$ cat src/frame_map_pkg.sv
// Frame layout constants and position helpers shared by both ends of the line.
package frame_map_pkg;
  localparam int unsigned CLK_HZ = 100_000_000;
  localparam int unsigned LINE_BIT_HZ = 784_000;
  localparam int unsigned BIT_DIV = CLK_HZ / LINE_BIT_HZ;
  localparam logic [13:0] SYNC_PATTERN = 14'h3ca5;
  localparam logic [12:0] SYNC_LAST = 13'h000e;
  localparam logic [12:0] FAR_LOSS_POS = 13'h000f;
  localparam logic [12:0] FAR_ERR_POS = 13'h0010;
  localparam logic [12:0] GRP1_PAY_FIRST = 13'h0011;
  localparam logic [12:0] GRP1_PAY_LAST = 13'h049c;
  localparam logic [12:0] GRP1_OH_LAST = 13'h04a6;
  localparam logic [12:0] GRP2_PAY_LAST = 13'h0932;
  localparam logic [12:0] GRP2_OH_LAST = 13'h093c;
  localparam logic [12:0] GRP3_PAY_LAST = 13'h0dc8;
  localparam logic [12:0] GRP3_OH_LAST = 13'h0dd2;
  localparam logic [12:0] GRP4_PAY_LAST = 13'h125e;
  localparam logic [12:0] STUFFED_LAST = 13'h1262;
  localparam logic [12:0] OH_OFS1 = 13'h048c;
  localparam logic [12:0] OH_OFS2 = 13'h0918;
  localparam logic [12:0] OH_OFS3 = 13'h0da4;
  localparam logic [12:0] OH_OFS4 = 13'h1230;
  localparam int unsigned OH_COUNT = 50;
  localparam logic [5:0] OH_PWR1 = 6'h17;
  localparam logic [5:0] OH_PWR2 = 6'h18;
  localparam logic [5:0] OH_PAD_SYMBOL1_SIGN = 6'h2f;
  localparam logic [5:0] OH_PAD_SYMBOL2_MAGNITUDE = 6'h32;
  localparam logic SPARE_FILL = 1'b0;
  localparam int unsigned FIFO_WIDTH = 8;
  localparam int unsigned FIFO_DEPTH = 8;

  // Position helpers; payload ranges and the overhead slots never overlap.
  function automatic logic is_payload(input logic [12:0] pos);
    is_payload = (pos >= GRP1_PAY_FIRST && pos <= GRP1_PAY_LAST) ||
                 (pos > GRP1_OH_LAST && pos <= GRP2_PAY_LAST) ||
                 (pos > GRP2_OH_LAST && pos <= GRP3_PAY_LAST) ||
                 (pos > GRP3_OH_LAST && pos <= GRP4_PAY_LAST);
  endfunction

  function automatic logic [5:0] oh_index(input logic [12:0] pos);
    logic [12:0] idx;
    idx = 13'h0000;
    if (pos == FAR_LOSS_POS || pos == FAR_ERR_POS) begin
      idx = pos;
    end else if (pos > GRP1_PAY_LAST && pos <= GRP1_OH_LAST) begin
      idx = pos - OH_OFS1;
    end else if (pos > GRP2_PAY_LAST && pos <= GRP2_OH_LAST) begin
      idx = pos - OH_OFS2;
    end else if (pos > GRP3_PAY_LAST && pos <= GRP3_OH_LAST) begin
      idx = pos - OH_OFS3;
    end else if (pos > GRP4_PAY_LAST && pos <= STUFFED_LAST) begin
      idx = pos - OH_OFS4;
    end
    oh_index = idx[5:0];
  endfunction
endpackage

$ cat src/frame_link_if.sv
// Serial line between the framer and the deframer.
`timescale 1ns/1ps
interface frame_link_if;
  logic line_bit;
  logic line_en;
  modport tx (output line_bit, output line_en);
  modport rx (input line_bit, input line_en);
endinterface

$ cat src/sync_fifo.sv
// Small flip-flop FIFO with valid and ready on both sides.
`timescale 1ns/1ps
module sync_fifo #(
  parameter int WIDTH = 8,
  parameter int DEPTH = 8
) (
  input wire logic clk,
  input wire logic arst_n,
  input wire logic [WIDTH-1:0] in_data,
  input wire logic in_valid,
  output logic in_ready,
  output logic [WIDTH-1:0] out_data,
  output logic out_valid,
  input wire logic out_ready
);
  localparam int AW = $clog2(DEPTH);
  logic [WIDTH-1:0] mem_q [DEPTH];
  logic [AW-1:0] wr_q;
  logic [AW-1:0] rd_q;
  logic [AW:0] cnt_q;
  logic push;
  logic pop;

  assign in_ready = (cnt_q != DEPTH[AW:0]);
  assign out_valid = (cnt_q != '0);
  assign out_data = mem_q[rd_q];
  assign push = in_valid && in_ready;
  assign pop = out_valid && out_ready;

  always_ff @(posedge clk) begin
    if (push) begin
      mem_q[wr_q] <= in_data;
    end
  end

  always_ff @(posedge clk or negedge arst_n) begin
    if (!arst_n) begin
      wr_q <= '0;
      rd_q <= '0;
      cnt_q <= '0;
    end else begin
      if (push) begin
        wr_q <= (wr_q == AW'(DEPTH - 1)) ? '0 : wr_q + 1'b1;
      end
      if (pop) begin
        rd_q <= (rd_q == AW'(DEPTH - 1)) ? '0 : rd_q + 1'b1;
      end
      cnt_q <= cnt_q + {{AW{1'b0}}, push} - {{AW{1'b0}}, pop};
    end
  end
endmodule // sync_fifo

$ cat src/line_framer.sv
// Transmit end: builds each line frame from payload bytes and overhead inputs.
// Summary of operation
// - Frame opens with fourteen-bit doubled sync pattern.
// - Bits 15 and 16 carry loss, block error.
// - Blocks 1-12, then overhead 17-26 in order.
// - Power status bits meaningful only customer-to-line.
// - Blocks 13-24, then message 1-4, checks, regenerator.
// - Blocks 25-36, then message 5-8, checks, ready bit.
// - Blocks 37-48 end at 4702 when unstuffed.
// - Stuffing adds sign, magnitude of two pad symbols.
// - Stuffed frame extends through bit 4706.
// - Overhead numbered 1 to 50 by fixed position.
// - Pad symbols inserted together; receiver infers length.
`timescale 1ns/1ps
module line_framer
  import frame_map_pkg::*;
#(
  parameter logic CUSTOMER_SIDE = 1'b1,
  // Cycles per line bit; only a testbench should shorten it, as the line rate depends on it.
  parameter int unsigned TICK_DIV = BIT_DIV
) (
  input wire logic clk,
  input wire logic arst_n,
  frame_link_if.tx link,
  input wire logic [7:0] pay_data,
  input wire logic pay_valid,
  output logic pay_ready,
  input wire logic far_loss,
  input wire logic far_block_err,
  input wire logic ops_channel_addr_bit_a,
  input wire logic ops_channel_addr_bit_b,
  input wire logic ops_channel_opcode_bit,
  input wire logic ops_channel_parity_byte_bit,
  input wire logic [7:0] ops_message,
  input wire logic [5:0] check_bits,
  input wire logic power_state_bit_1,
  input wire logic power_state_bit_2,
  input wire logic violation,
  input wire logic regen_present,
  input wire logic ready_to_receive,
  input wire logic stuff_req,
  input wire logic pad_symbol1_sign,
  input wire logic pad_symbol1_magnitude,
  input wire logic pad_symbol2_sign,
  input wire logic pad_symbol2_magnitude,
  output logic frame_start,
  output logic underrun
);
  logic [6:0] div_q;
  logic bit_tick;
  logic [12:0] pos_q;
  logic [12:0] last_pos_q;
  logic [OH_COUNT:1] oh_q;
  logic [OH_COUNT:1] oh_d;
  logic [7:0] shift_q;
  logic [3:0] shift_cnt_q;
  logic [7:0] fifo_data;
  logic fifo_valid;
  logic fifo_pop;
  logic line_bit_q;
  logic line_en_q;
  logic frame_start_q;
  logic underrun_q;
  logic [5:0] idx;
  logic pay_slot;
  logic at_end;

  sync_fifo #(
    .WIDTH(FIFO_WIDTH),
    .DEPTH(FIFO_DEPTH)
  ) u_fifo (
    .clk(clk),
    .arst_n(arst_n),
    .in_data(pay_data),
    .in_valid(pay_valid),
    .in_ready(pay_ready),
    .out_data(fifo_data),
    .out_valid(fifo_valid),
    .out_ready(fifo_pop)
  );

  // Line bit rate is a one-cycle enable from the system clock.
  // The seven-bit divider limits the bit period to 128 cycles.
  always_ff @(posedge clk or negedge arst_n) begin
    if (!arst_n) begin
      div_q <= 7'h00;
    end else if (div_q == 7'(TICK_DIV - 1)) begin
      div_q <= 7'h00;
    end else begin
      div_q <= div_q + 7'h01;
    end
  end
  assign bit_tick = (div_q == 7'(TICK_DIV - 1));

  assign idx = oh_index(pos_q);
  assign pay_slot = is_payload(pos_q);
  assign at_end = (pos_q == last_pos_q);
  // A byte is taken only once the previous one has been fully sent.
  assign fifo_pop = bit_tick && pay_slot && (shift_cnt_q == 4'h0) && fifo_valid;

  // Overhead snapshot, numbered 1 to 50; sync occupies 1 to 14.
  always_comb begin
    oh_d = '0;
    oh_d[14:1] = SYNC_PATTERN;
    oh_d[15] = far_loss;
    oh_d[16] = far_block_err;
    oh_d[17] = ops_channel_addr_bit_a;
    oh_d[18] = ops_channel_addr_bit_b;
    oh_d[19] = ops_channel_opcode_bit;
    oh_d[20] = ops_channel_parity_byte_bit;
    oh_d[22:21] = check_bits[1:0];
    // The line-side end has no power status to report, so it sends the fill value.
    oh_d[OH_PWR1] = CUSTOMER_SIDE ? power_state_bit_1 : SPARE_FILL;
    oh_d[OH_PWR2] = CUSTOMER_SIDE ? power_state_bit_2 : SPARE_FILL;
    oh_d[25] = violation;
    oh_d[26] = SPARE_FILL;
    oh_d[30:27] = ops_message[3:0];
    oh_d[32:31] = check_bits[3:2];
    oh_d[33] = regen_present;
    oh_d[36:34] = {3{SPARE_FILL}};
    oh_d[40:37] = ops_message[7:4];
    oh_d[42:41] = check_bits[5:4];
    oh_d[43] = SPARE_FILL;
    oh_d[44] = ready_to_receive;
    oh_d[46:45] = {2{SPARE_FILL}};
    oh_d[47] = pad_symbol1_sign;
    oh_d[48] = pad_symbol1_magnitude;
    oh_d[49] = pad_symbol2_sign;
    oh_d[50] = pad_symbol2_magnitude;
  end

  // Position counter; frame length is fixed at the first bit of each frame.
  always_ff @(posedge clk or negedge arst_n) begin
    if (!arst_n) begin
      pos_q <= 13'h0001;
      last_pos_q <= GRP4_PAY_LAST;
    end else if (bit_tick) begin
      if (at_end) begin
        pos_q <= 13'h0001;
      end else begin
        pos_q <= pos_q + 13'h0001;
      end
      if (pos_q == 13'h0001) begin
        // A stuff request that arrives mid-frame waits for the next frame's first bit.
        // Both pad symbols go in or neither does.
        last_pos_q <= stuff_req ? STUFFED_LAST : GRP4_PAY_LAST;
      end
    end
  end

  // Overhead inputs are sampled once per frame so a frame is self-consistent.
  // Snapshot bits 1 to 14 are never sent, as the sync pattern is driven directly.
  always_ff @(posedge clk or negedge arst_n) begin
    if (!arst_n) begin
      oh_q <= '0;
    end else if (bit_tick && at_end) begin
      oh_q <= oh_d;
    end
  end

  // Payload serialiser, most significant bit first.
  always_ff @(posedge clk or negedge arst_n) begin
    if (!arst_n) begin
      shift_q <= 8'h00;
      shift_cnt_q <= 4'h0;
    end else if (bit_tick && pay_slot) begin
      if (shift_cnt_q == 4'h0) begin
        // An empty FIFO loads zeros so stale storage never reaches the line.
        shift_q <= fifo_valid ? {fifo_data[6:0], 1'b0} : 8'h00;
        shift_cnt_q <= 4'h7;
      end else begin
        shift_q <= {shift_q[6:0], 1'b0};
        shift_cnt_q <= shift_cnt_q - 4'h1;
      end
    end
  end

  // Line output and status.
  always_ff @(posedge clk or negedge arst_n) begin
    if (!arst_n) begin
      line_bit_q <= 1'b0;
      line_en_q <= 1'b0;
      frame_start_q <= 1'b0;
      underrun_q <= 1'b0;
    end else begin
      // Line enable lags the tick by one cycle, matching the registered bit.
      line_en_q <= bit_tick;
      frame_start_q <= bit_tick && (pos_q == 13'h0001);
      // Underrun pulses once per starved byte, so a long gap shows as a train of pulses.
      underrun_q <= bit_tick && pay_slot && (shift_cnt_q == 4'h0) && !fifo_valid;
      if (bit_tick) begin
        if (pos_q <= SYNC_LAST) begin
          line_bit_q <= SYNC_PATTERN[4'(SYNC_LAST - pos_q)];
        end else if (pay_slot) begin
          // An empty FIFO sends zero rather than stalling the line.
          line_bit_q <= (shift_cnt_q == 4'h0) ? (fifo_valid & fifo_data[7]) : shift_q[7];
        end else begin
          line_bit_q <= oh_q[idx];
        end
      end
    end
  end

  assign link.line_bit = line_bit_q;
  assign link.line_en = line_en_q;
  assign frame_start = frame_start_q;
  assign underrun = underrun_q;
endmodule // line_framer

$ cat src/flat_wrapper.sv
// flat-port wrapper written by rule: the top's interface ports become plain ports
module line_framer_flat import frame_map_pkg::*;
#(
  parameter logic CUSTOMER_SIDE = 1'b1,
                                                                                             
  parameter int unsigned TICK_DIV = BIT_DIV
)
  (clk, arst_n, pay_data, pay_valid, pay_ready, far_loss, far_block_err, ops_channel_addr_bit_a, ops_channel_addr_bit_b, ops_channel_opcode_bit, ops_channel_parity_byte_bit, ops_message, check_bits, power_state_bit_1, power_state_bit_2, violation, regen_present, ready_to_receive, stuff_req, pad_symbol1_sign, pad_symbol1_magnitude, pad_symbol2_sign, pad_symbol2_magnitude, frame_start, underrun, link_line_bit, link_line_en);
  frame_link_if link_i ();
  input wire logic clk;
  input wire logic arst_n;
  input wire logic [7:0] pay_data;
  input wire logic pay_valid;
  output logic pay_ready;
  input wire logic far_loss;
  input wire logic far_block_err;
  input wire logic ops_channel_addr_bit_a;
  input wire logic ops_channel_addr_bit_b;
  input wire logic ops_channel_opcode_bit;
  input wire logic ops_channel_parity_byte_bit;
  input wire logic [7:0] ops_message;
  input wire logic [5:0] check_bits;
  input wire logic power_state_bit_1;
  input wire logic power_state_bit_2;
  input wire logic violation;
  input wire logic regen_present;
  input wire logic ready_to_receive;
  input wire logic stuff_req;
  input wire logic pad_symbol1_sign;
  input wire logic pad_symbol1_magnitude;
  input wire logic pad_symbol2_sign;
  input wire logic pad_symbol2_magnitude;
  output logic frame_start;
  output logic underrun;
  output wire logic [$bits(link_i.line_bit)-1:0] link_line_bit;
  output wire logic [$bits(link_i.line_en)-1:0] link_line_en;
  assign link_line_bit = link_i.line_bit;
  assign link_line_en = link_i.line_en;
  line_framer #(.CUSTOMER_SIDE(CUSTOMER_SIDE), .TICK_DIV(TICK_DIV)) u_core (.clk(clk), .arst_n(arst_n), .link(link_i), .pay_data(pay_data), .pay_valid(pay_valid), .pay_ready(pay_ready), .far_loss(far_loss), .far_block_err(far_block_err), .ops_channel_addr_bit_a(ops_channel_addr_bit_a), .ops_channel_addr_bit_b(ops_channel_addr_bit_b), .ops_channel_opcode_bit(ops_channel_opcode_bit), .ops_channel_parity_byte_bit(ops_channel_parity_byte_bit), .ops_message(ops_message), .check_bits(check_bits), .power_state_bit_1(power_state_bit_1), .power_state_bit_2(power_state_bit_2), .violation(violation), .regen_present(regen_present), .ready_to_receive(ready_to_receive), .stuff_req(stuff_req), .pad_symbol1_sign(pad_symbol1_sign), .pad_symbol1_magnitude(pad_symbol1_magnitude), .pad_symbol2_sign(pad_symbol2_sign), .pad_symbol2_magnitude(pad_symbol2_magnitude), .frame_start(frame_start), .underrun(underrun));
endmodule
$ cat config.mk
export PLATFORM = sky130hd
export DESIGN_NAME = line_framer_flat
export DESIGN_NICKNAME = d
export VERILOG_FILES = /design/src/frame_map_pkg.sv /design/src/frame_link_if.sv /design/src/sync_fifo.sv /design/src/line_framer.sv /design/src/flat_wrapper.sv
export SDC_FILE = /design/constraint.sdc
export NUM_CORES = 1
export LEC_CHECK = 0
export ABC_AREA = 1
export BUFFER_PORTS_ARGS = -buffer_cell sky130_fd_sc_hd__clkbuf_2
export CAP_MARGIN = 15
export CORE_ASPECT_RATIO = 0.75
export CORE_UTILIZATION = 61
export DETAILED_ROUTE_END_ITERATION = 8
export GPL_ROUTABILITY_DRIVEN = 0
export PLACE_DENSITY = 0.8
export SYNTH_ARGS = -nofsm -noshare
export SYNTH_HDL_FRONTEND = slang
export SYNTH_SLANG_ARGS = --single-unit
$ cat constraint.sdc
create_clock -name clk -period 3.5 [get_ports clk]
set_input_delay 0.35 -clock clk [delete_from_list [all_inputs] [get_ports clk]]
set_output_delay 0.35 -clock clk [all_outputs]
set_load 0.03 [all_outputs]
==> metrics.csv, run 1 <==
stage;metric;value;unit
final_layout;# diodes;0;
die;top-level port count;46;
worst_setup_path;Critical Path Source Type;register;
worst_setup_path;slowest CP cell;dfrtp_2;
power_and_ir_drop;Logic pwr share;0.104;
logic_synthesis;Synth async-reset ratio;0.5461;
final_layout;Fill cells;904;
drt;remaining antenna violation count after routing;0;
logic_synthesis;syn_nets;949;
global_routing;Tot GR Track Use;0.3033;
cts;clock transition at the registers of the reported paths;0.06;ns
global_routing;initial antenna violation count;0;
drt;initial DRC count;762;
power_and_ir_drop;clock share of power;0.423;
logic_synthesis;Yosys warning total;0;
drt;routed via count;6394;
sta;Final min period;3.293;ns
global_routing;number of global-route vias before repair;6019;
cts;clock root buffer;clkbuf_16;
logic_synthesis;most used flip-flop cell after synthesis;dfrtp_1;
logic_synthesis;Mapped Area;0.007543;sq mm
run;max cap viols;0;
place;post-DP HPWL;12450;microns
die;Initial Utilization;0.6379;
logic_synthesis;sequential cell area fraction in the yosys report;0.5105;
cts;clock buffer depth;2;
worst_setup_path;Setup Crit Path Kind;reg2reg;
die;die height;98.31;microns
worst_setup_path;Critical Path, Cell by Cell;ha_1 -> inv_1 -> nor2_1 -> nand2_1 -> o21ai_0 -> o41ai_2 -> o21ai_0 -> nor2_1 -> nor2_2 -> inv_2 -> nor2_1 -> inv_1 -> nor2_4 -> ha_1 -> inv_1 -> ha_1 -> fa_1 -> xor2_1;
power_and_ir_drop;sequential power share;0.473;
worst_setup_path;Max FO, Critical Path;6;
worst_hold_path;HP Class;in2async;
logic_synthesis;syn_area_per_cell;8.601;sq um
global_routing;first-pass GRT wire length;29440;microns
sta;Layout Skew;0.008194;ns
global_routing;largest net degree at the start of global routing;78;
worst_setup_path;Worst Path Arrival;3.60;ns
cts;H-tree Lvls;4;
place;Port-buffer cells;45;
die;CORE AREA;0.01183;sq mm
die;Die ar.;0.01282;sq mm
worst_setup_path;crit-path max cell delay;0.46;ns
place;Post-Place Setup Slack;0.2249;ns
cts;CTS tree;built;
sta;Final Cycle Share;0.9408;
logic_synthesis;distinct cell type count after synthesis;49;
die;Row Count;34;
power_and_ir_drop;P_int;0.002977;W
sta;worst rel slew slack;0.3154;
worst_setup_path;CP endpoint kind;register;
sta;fin. max-slew vios;0;
power_and_ir_drop;Peak VDD IR;0.3863;mV
die;Die Width;130.4;microns
power_and_ir_drop;P_leak;3.935;nW
logic_synthesis;post-synthesis sequential element count;141;
drt;Post-route DRC;0;
power_and_ir_drop;pwr/cell area;480.8;mW/mm^2
sta;maximum clock frequency;303.7;MHz
drt;final wirelength;18180;microns
drt;drt via density;5.807;
sta;fin worst setup slack;0.2073;ns
cts;clock sink total;141;
cts;Worst-Skew Late Latency;0.43;ns
global_routing;GRT Residual Overflow;0;
outcome;status;finished, final reports clean;
drt;per-cell routed wire length;16.51;microns
sta;Worst Tran Pin Value;1.023;ns
sta;final setup violation count;0;
sta;final hold vios;0;
final_layout;layout cell share with drive strength beyond 1;0.1480;
final_layout;fin nets;998;
final_layout;end-of-flow core utilization;0.7232;
power_and_ir_drop;switching share of power;0.2761;
logic_synthesis;Post-synth EDFFs;64;
logic_synthesis;Syn Inst Count;877;
cts;number of CTS-inserted buffers;17;
worst_setup_path;Worst Path Required;3.81;ns
power_and_ir_drop;P_sw;0.001135;W
drt;drt pass-1 iters;8;
final_layout;Layout area overhead;13.39;%
cts;CTS Hold Bufs;0;
-- per-layer routing --
| layer | routed length [microns] | part of all wire | GRT usage | up-vias |
|---|---|---|---|---|
| met3 | 2063 | 0.11 | 0.08767 | 45 |
| met4 | 362 | 0.020 | 0.09814 | 0 |
| li1 | - | - | - | 3016 |
| met1 | 7670 | 0.42 | 0.4323 | 2956 |
| met2 | 8083 | 0.44 | 0.4476 | 377 |
| met5 | 0 | 0 | 0 | - |
-- cells in the mapped netlist, types with 4 or more instances --
master    count  area, sq um
nand3_1      52        260.3
xor2_1        7        61.31
mux2i_1       6        60.06
nand2_2       7        43.79
o21ai_1       7        35.03
o22ai_1       7        43.79
nor2_4        4        45.04
inv_1        81        304.0
inv_2        10        37.54
o221ai_1      9        78.83
o21ai_0      60        300.3
nor3_1       16        80.08
dfrtp_1      75         1877
buf_2         5        25.02
a221oi_1      4        35.03
nand4_1       8        50.05
o211ai_1      5        37.54
nor2_1      106        397.9
edfxtp_1     64         1922
nor2_2        8        50.05
a31oi_1       7        43.79
ha_1         30        375.4
a21oi_1      20        100.1
clkinv_1      4        15.01
nand2_1     214        803.3
xnor2_1       4        35.03
clkbuf_1     22        82.58
-- what timing repair did --
item	in CTS	in global routing
setup buffers	0	0
gates resized for setup	0	5
hold endpoints to repair	0	0
setup endpoints to repair	0	2
-- final timing paths --
path | depth (start not counted) | startpoint | to | slack, ns
min | 1 | arst_n | u_core.u_fifo.cnt_q[3] | 0.07
max | 18 | u_core.pos_q[3] | u_core.u_fifo.cnt_q[2] | 0.21
max reg2reg | 18 | u_core.pos_q[3] | u_core.u_fifo.cnt_q[2] | 0.21
min reg2reg | 2 | u_core.oh_q[50] | u_core.oh_q[50] | 0.48
min in group clk | 3 | ops_message[4] | u_core.oh_q[37] | 0.11
max in group asynchronous | 1 | arst_n | u_core.pos_q[5] | 2.71
-- logic make-up after synthesis --
group,Yosys count,share of synthesized area
and+or+nand+nor,426,0.2427
xor gates and xnor gates,11,0.01277
muxes,6,0.007962
buffers and inverters,125,0.06452
DFF,141,0.5105
adders and majority gates,31,0.05241
AOI/OAI and AO/OA,137,0.1091
-- state kept, by name, summed over array words and instances, names as in the netlist, 2 cells and up --
signal               flops
u_core.u_fifo.wr_q       3
u_core.last_pos_q        2
u_core.shift_q           7
u_core.div_q             7
u_core.shift_cnt_q       4
u_core.u_fifo.mem_q     64
u_core.oh_q             30
u_core.pos_q            13
u_core.u_fifo.cnt_q      4
u_core.u_fifo.rd_q       3
-- stage by stage --
step	setup TNS (ns)	area, sq um	instances	hold WS, ns	total power [W]
4_1_cts	0	8538	1101	0.1092	0.004126
6_report	0	8553	1101	0.06664	0.004112
3_5_place_dp	0	7964	1069	0.4623	0.002404
3_3_place_gp	0	7964	1069	0.4559	0.002356
2_1_floorplan	0	7543	877	0.05441	0.002230
5_1_grt	-0.005894	8553	1101	0.1144	0.004257
-- worst max-delay path: cells and delay by family (launching register included) --
family	cells	cell delay, ns
flip-flops	1	0.46
XOR/XNOR	1	0.17
AO/OA/AOI/OAI	3	0.56
adder cells (fa/ha/maj)	4	0.95
AND/OR/NAND/NOR	6	0.68
buffers and inverters	4	0.35
-- power by group through the flow --
stage | Clock, W | Sequential (W) | Combinational [W]
3_5_place_dp | 0 | 0.00197 | 0.000432
4_1_cts | 0.00175 | 0.00194 | 0.000432
6_report | 0.00174 | 0.00194 | 0.000429
3_3_place_gp | 0 | 0.00196 | 0.000391
5_1_grt | 0.00182 | 0.00195 | 0.000480
2_1_floorplan | 0 | 0.00196 | 0.000274
-- cell type report --
cell class | count | area (sq um) | share of cell area
Clock buffer | 17 | 425.4 | 0.04974
Clock inverter | 15 | 148.9 | 0.01741
Inverter | 95 | 360.3 | 0.04213
Multi-Input combinational cell | 611 | 3221 | 0.3765
Sequential cell | 141 | 3855 | 0.4507
Tap cell | 162 | 202.7 | 0.02370
Timing Repair Buffer | 60 | 340.3 | 0.03979
-- cell usage in the layout, fill, tap and decap left out, types with 10 or more instances in the layout --
cell / n
inv_2: 10
nand3_1: 52
nor3_1: 16
nor2_1: 105
a21oi_1: 20
ha_1: 30
clkbuf_16: 17
edfxtp_1: 64
dfrtp_1: 72
nand2_1: 214
clkbuf_2: 44
o21ai_0: 60
buf_4: 16
inv_1: 81
No activity file was read; power rests on OpenSTA's default activity.
==> run 2, diff against run 1 <==
- CORE_ASPECT_RATIO: 0.75 -> default
- TNS_END_PERCENT: default -> 20
==> metrics.csv, run 2 (same netlist as run 1, synthesis figures left out) <==
stage;metric;value;unit
sta;worst rel slew slack;0.3578;
final_layout;end-of-flow core utilization;0.7094;
final_layout;fin nets;996;
die;die height;113.2;microns
die;CORE AREA;0.01201;sq mm
sta;Worst Tran Pin Value;0.9633;ns
drt;Post-route DRC;0;
sta;final hold vios;0;
cts;# Post-CTS Setup Buffers;0;
drt;routed via count;6218;
sta;fin worst setup slack;0.2557;ns
worst_setup_path;Worst Path Required;3.81;ns
drt;initial DRC count;643;
global_routing;largest net degree at the start of global routing;78;
global_routing;initial antenna violation count;0;
worst_setup_path;WP buf/inv;3;
global_routing;number of global-route vias before repair;5826;
final_layout;layout cell share with drive strength beyond 1;0.1419;
worst_setup_path;critical path's top delay family;adder cells;
cts;clock buffer depth;2;
worst_setup_path;CP endpoint kind;register;
worst_setup_path;Max FO, Critical Path;8;
place;post-DP HPWL;11190;microns
die;Row Count;40;
final_layout;biggest regs;u_core.u_fifo.mem_q: 64 flops, u_core.oh_q: 30 flops, u_core.pos_q: 13 flops;
worst_setup_path;Critical Path, Cell by Cell;ha_1 -> nand2_1 -> nor2_1 -> nand2_1 -> nor2_2 -> nor2_1 -> nor2_1 -> o21ai_0 -> nor2_1 -> nor2_2 -> inv_2 -> nor2_1 -> inv_1 -> nor2_4 -> ha_1 -> inv_1 -> ha_1 -> fa_1 -> xor2_1;
worst_setup_path;CP most frequent cell;nor2_1;
final_layout;# diodes;0;
cts;clock transition at the registers of the reported paths;0.06;ns
drt;final wirelength;16450;microns
sta;maximum clock frequency;308.2;MHz
final_layout;most flop-heavy register;u_core.u_fifo.mem_q;
global_routing;first-pass GRT wire length;27230;microns
drt;drt pass-1 iters;5;
die;Initial Utilization;0.6280;
sta;Final Cycle Share;0.9269;
sta;unrepaired setup endpoints after global routing;false;
power_and_ir_drop;P_leak;3.926;nW
power_and_ir_drop;pwr/cell area;483.2;mW/mm^2
sta;Setup TNS;0;ns
place;Port-buffer cells;45;
sta;fin. max-slew vios;0;
die;Die ar.;0.01282;sq mm
sta;Final min period;3.244;ns
cts;number of CTS-inserted buffers;17;
sta;final setup violation count;0;
final_layout;commonest non-fill, non-tap cells in the layout;nand2_1 (214), nor2_1 (105), inv_1 (81);
sta;Min Hold Slack;0.06543;ns
final_layout;max reg flops;64;
global_routing;Tot GR Track Use;0.2770;
cts;H-tree Lvls;4;
place;Post-Place Setup Slack;0.1882;ns
worst_setup_path;Critical Path Source Type;register;
worst_setup_path;slowest CP cell;dfrtp_2;
drt;per-cell routed wire length;15.17;microns
drt;drt via density;5.736;
cts;clock root buffer;clkbuf_16;
outcome;status;finished, final reports clean;
worst_setup_path;crit-path max cell delay;0.44;ns
worst_setup_path;Setup Crit Path Kind;reg2reg;
power_and_ir_drop;Peak VDD IR;0.4711;mV
cts;clock sink total;141;
global_routing;GRT Residual Overflow;0;
final_layout;Layout area overhead;12.95;%
worst_setup_path;Worst Path Arrival;3.56;ns
sta;Layout Skew;0.006726;ns
die;Die Width;113.2;microns
drt;remaining antenna violation count after routing;0;
final_layout;commonest non-fill, non-tap cell in the layout;nand2_1;
cts;CTS tree;built;
die;top-level port count;46;
cts;Worst-Skew Late Latency;0.43;ns
run;max cap viols;0;
worst_hold_path;HP Class;in2async;
-- run 2: changes by cell type in the layout (fill, tap and decap cells not counted), sizes merged --
cell and delta:
bufinv +2, clkbuf +1, inv -3, buf -2
-- run 2: cell type report --
cell class / instances / area, sq um
multi-input combinational: 611 / 3213
sequential: 141 / 3854
inverter: 95 / 360.3
clock buffer: 18 / 429.2
timing repair buffer: 58 / 325.3
fill: 924 / 3491
clock inverter: 14 / 155.1
tap: 147 / 183.9
-- run 2: per-stage QoR --
stage	total power, W	std cells	area (sq um)
CTS	0.004150	1084	8514
global route	0.004264	1084	8521
detailed placement	0.002378	1052	7930
finish	0.004117	1084	8521
floorplan	0.002230	877	7543
global placement	0.002353	1052	7930
-- run 2: path summary, 6_finish.rpt --
kind                                       from                endpoint  slack, ns  cells past startpoint
min in group clk                 ops_message[0]         u_core.oh_q[27]       0.13                      3
worst min register to register  u_core.oh_q[47]         u_core.oh_q[47]       0.47                      2
worst max register to register  u_core.pos_q[3]  u_core.u_fifo.cnt_q[2]       0.26                     19
worst max-delay path            u_core.pos_q[3]  u_core.u_fifo.cnt_q[2]       0.26                     19
worst min-delay path                     arst_n         u_core.oh_q[30]       0.07                      1
max in group asynchronous                arst_n         u_core.pos_q[4]       2.75                      1
-- run 2: layer usage --
metal / global-route usage / share of wire / vias to the layer above
met4: 0.1632 / 0.036 / 0
met5: 0 / 0 / -
met3: 0.05356 / 0.055 / 60
met1: 0.3412 / 0.41 / 2930
met2: 0.4564 / 0.49 / 221
li1: - / - / 3007
-- run 2: what timing repair did --
action,in CTS,in global routing
hold endpoints to repair,0,0
hold buffers,0,0
gates resized for setup,0,3
setup endpoints to repair,0,2
-- run 2: power breakdown --
part | internal, W | switching, W
combinational | 0.000139 | 0.000266
clock | 0.00106 | 0.000715
sequential | 0.00189 | 0.0000458
==> run 3, diff against run 2 <==
- CORE_UTILIZATION: 61 -> 62
- PLACE_DENSITY: 0.8 -> 0.81
- SYNTH_HIERARCHICAL: default -> 1
==> metrics.csv, run 3 <==
stage;metric;value;unit
outcome;status;finished, final reports clean;
logic_synthesis;Synth Area in Compound Gates;0.05907;
die;top-level port count;46;
die;Row Count;41;
drt;per-cell routed wire length;14.52;microns
power_and_ir_drop;switching share of power;0.2574;
place;Port-buffer cells;45;
cts;H-tree Lvls;4;
logic_synthesis;top post-synthesis cells by count;nand2_1 (284), inv_1 (163), nand3_1 (102), dfrtp_1 (75), edfxtp_1 (64);
worst_setup_path;Worst Path Required;3.80;ns
final_layout;Fill cells;953;
global_routing;largest net degree at the start of global routing;78;
sta;Min Hold Slack;0.07857;ns
sta;Final Cycle Share;0.9349;
worst_setup_path;CP endpoint kind;register;
drt;remaining antenna violation count after routing;0;
sta;Worst Tran Pin Value;0.9596;ns
place;placed cell count;1228;
sta;unrepaired setup endpoints after global routing;false;
final_layout;Layout area overhead;13.65;%
global_routing;initial antenna violation count;0;
final_layout;most flop-heavy register;u_core/u_fifo/mem_q;
die;Die ar.;0.01365;sq mm
logic_synthesis;most common cell in the netlist;nand2_1;
worst_setup_path;CP most frequent cell;ha_1;
logic_synthesis;mux share of post-synthesis cell area;0.001377;
worst_hold_path;HP Class;in2async;
logic_synthesis;syn_nets;1085;
power_and_ir_drop;Peak VDD IR;0.6751;mV
final_layout;max reg flops;64;
global_routing;routing usage on met3;0.06900;
cts;# Post-CTS Setup Buffers;0;
global_routing;GRT Residual Overflow;0;
global_routing;GR Layer Usage met2;0.4394;
power_and_ir_drop;P_int;0.003160;W
final_layout;Final Instance Count excl. Fillers;1260;
worst_setup_path;worst r2r path cells;19;
cts;clock buffer depth;2;
global_routing;Tot GR Track Use;0.2857;
logic_synthesis;syn_area_per_cell;8.072;sq um
sta;final hold vios;0;
logic_synthesis;Synth async-reset ratio;0.5461;
cts;clock root buffer;clkbuf_16;
worst_setup_path;slowest CP cell;dfstp_2;
drt;drt pass-1 iters;6;
global_routing;number of global-route vias before repair;6241;
cts;clock transition at the registers of the reported paths;0.06;ns
final_layout;final instance area;0.009293;sq mm
power_and_ir_drop;pwr/cell area;457.9;mW/mm^2
global_routing;first-pass GRT wire length;29460;microns
worst_setup_path;crit-path max cell delay;0.69;ns
logic_synthesis;most used flip-flop cell after synthesis;dfrtp_1;
worst_setup_path;Setup Crit Path Kind;reg2reg;
final_layout;fin nets;1147;
sta;final setup violation count;0;
logic_synthesis;post-synthesis simple-gate area fraction;0.2927;
logic_synthesis;top post-synthesis cells by area;edfxtp_1 (24%), dfrtp_1 (23%), nand2_1 (13%), inv_1 (7.5%), nand3_1 (6.2%);
logic_synthesis;Post-synth EDFFs;64;
cts;clock sink total;141;
drt;final wirelength;18290;microns
place;post-DP HPWL;12280;microns
logic_synthesis;Synth top area share;0.2350;
logic_synthesis;Post-Synth Adder-Cell Area;0.04836;
die;CORE AREA;0.01272;sq mm
sta;Layout Skew;0.007422;ns
logic_synthesis;combinational family with the most area after synthesis;simple AND/OR/NAND/NOR gates;
final_layout;# diodes;0;
final_layout;end-of-flow core utilization;0.7304;
cts;CTS tree;built;
worst_setup_path;Worst Path Arrival;3.57;ns
worst_setup_path;Max FO, Critical Path;11;
logic_synthesis;Yosys warning total;6;
power_and_ir_drop;P_leak;4.623;nW
cts;Worst-Skew Late Latency;0.42;ns
sta;fin. max-slew vios;0;
global_routing;GR Layer Usage met1;0.3999;
die;Initial Utilization;0.6427;
drt;Post-route DRC;0;
global_routing;GRT Max-Usage Layer;met2;
logic_synthesis;Mapped Area;0.008177;sq mm
final_layout;biggest regs;u_core/u_fifo/mem_q: 64 flops, u_core/oh_q: 30 flops, u_core/pos_q: 13 flops;
logic_synthesis;sequential cell area fraction in the yosys report;0.4710;
power_and_ir_drop;sequential power share;0.458;
worst_setup_path;Critical Path, Cell by Cell;ha_1 -> nand2_1 -> inv_1 -> nand4_1 -> a31o_2 -> o21ai_0 -> nor2_2 -> nor2_4 -> inv_2 -> nor2_4 -> nand3_2 -> nor2_2 -> nand2_2 -> inv_2 -> ha_1 -> inv_1 -> ha_1 -> fa_1 -> xor2_1;
logic_synthesis;post-synth top area cell;edfxtp_1;
logic_synthesis;post-synthesis sequential element count;141;
sta;Setup TNS;0;ns
sta;Final min period;3.272;ns
final_layout;layout cell share with drive strength beyond 1;0.1710;
final_layout;commonest non-fill, non-tap cells in the layout;nand2_1 (283), inv_1 (160), nand3_1 (101);
run;max cap viols;0;
logic_synthesis;Synth Area in XOR/XNOR;0.01714;
die;Die Width;116.8;microns
sta;worst rel slew slack;0.3602;
final_layout;commonest non-fill, non-tap cell in the layout;nand2_1;
logic_synthesis;Syn Inst Count;1013;
power_and_ir_drop;Logic pwr share;0.120;
sta;maximum clock frequency;305.6;MHz
drt;drt via density;5.348;
cts;number of CTS-inserted buffers;17;
worst_setup_path;Critical Path Source Type;register;
power_and_ir_drop;P_sw;0.001095;W
place;Placed Area;0.008631;sq mm
drt;initial DRC count;648;
die;die height;116.8;microns
drt;routed via count;6739;
power_and_ir_drop;clock share of power;0.423;
logic_synthesis;distinct cell type count after synthesis;52;
==> run 3: cell types whose count changed in the layout (fill, tap and decap cells not counted), moves of 8 or more <==
cell / before / now
o21ai_0: 60 / 47
o221ai_1: 9 / 0
nor2_1: 105 / 58
buf_4: 14 / 27
nand2_2: 7 / 21
a21oi_1: 20 / 12
inv_1: 81 / 160
nand2_1: 214 / 283
nand3_1: 52 / 101
==> run 3: power by group through the flow <==
stage | Clock [W] | Sequential, W | Combinational (W)
3_3_place_gp | 0 | 0.00197 | 0.000485
2_1_floorplan | 0 | 0.00196 | 0.000332
6_report | 0.00180 | 0.00195 | 0.000509
5_1_grt | 0.00189 | 0.00196 | 0.000583
3_5_place_dp | 0 | 0.00198 | 0.000505
4_1_cts | 0.00182 | 0.00195 | 0.000511
==> run 3: area by class of cell <==
| class | instances | area, sq um | share of cell area |
|---|---|---|---|
| multi-input combinational | 662 | 3473 | 0.3738 |
| sequential | 141 | 3854 | 0.4147 |
| tap | 172 | 215.2 | 0.02316 |
| inverter | 180 | 690.7 | 0.07432 |
| timing repair buffer | 73 | 454.2 | 0.04888 |
| clock inverter | 8 | 66.31 | 0.007136 |
| clock buffer | 24 | 539.3 | 0.05803 |
==> run 3: critical path, delay by kind of cell, from the launching register on <==
kind	cells	cell delay, ns
fa+ha+maj	4	0.90
simple gates	8	0.82
flops	1	0.69
compound gates	2	0.32
buf+inv	4	0.28
xor+xnor	1	0.15
==> run 3: timing repair <==
item,CTS,global route
resized for setup,0,19
hold buffers,0,0
setup endpoints to repair,0,3
==> run 3: kinds of logic (layout without fill, tap and decap cells) <==
logic type                 count (synthesis)  count (layout)
buffers and inverters                    210             285
muxes                                      1               1
and+or+nand+nor                          530             530
DFF                                      141             141
AOI/OAI and AO/OA                         84              84
xor gates and xnor gates                  16              16
adders and majority gates                 31              31
==> run 3: metrics by stage <==
step	total power, W	setup WS (ns)
after global routing	0.004433	0.007747
after detailed placement	0.002482	0.05556
after global placement	0.002455	0.1624
after floorplan	0.002295	0.05565
final	0.004255	0.2278
after CTS	0.004275	0.01947
==> run 3: path summary, 6_finish.rpt <==
| check | from | endpoint | slack [ns] |
|---|---|---|---|
| max | u_core/pos_q[0] | u_core/u_fifo/cnt_q[2] | 0.23 |
| min | arst_n | u_core/shift_q[5] | 0.08 |
| max reg2reg | u_core/pos_q[0] | u_core/u_fifo/cnt_q[2] | 0.23 |
| min reg2reg | u_core/oh_q[14] | u_core/oh_q[14] | 0.47 |
| max in group asynchronous | arst_n | u_core/pos_q[2] | 2.75 |
| min in group clk | stuff_req | u_core/last_pos_q[4] | 0.10 |
==> run 3: per-layer routing <==
metal	wire (microns)	vias to the layer above	part of all wire
met5	0	-	0
met4	342	0	0.019
met3	1328	40	0.073
met2	8448	288	0.46
met1	8174	3080	0.45
li1	-	3331	-
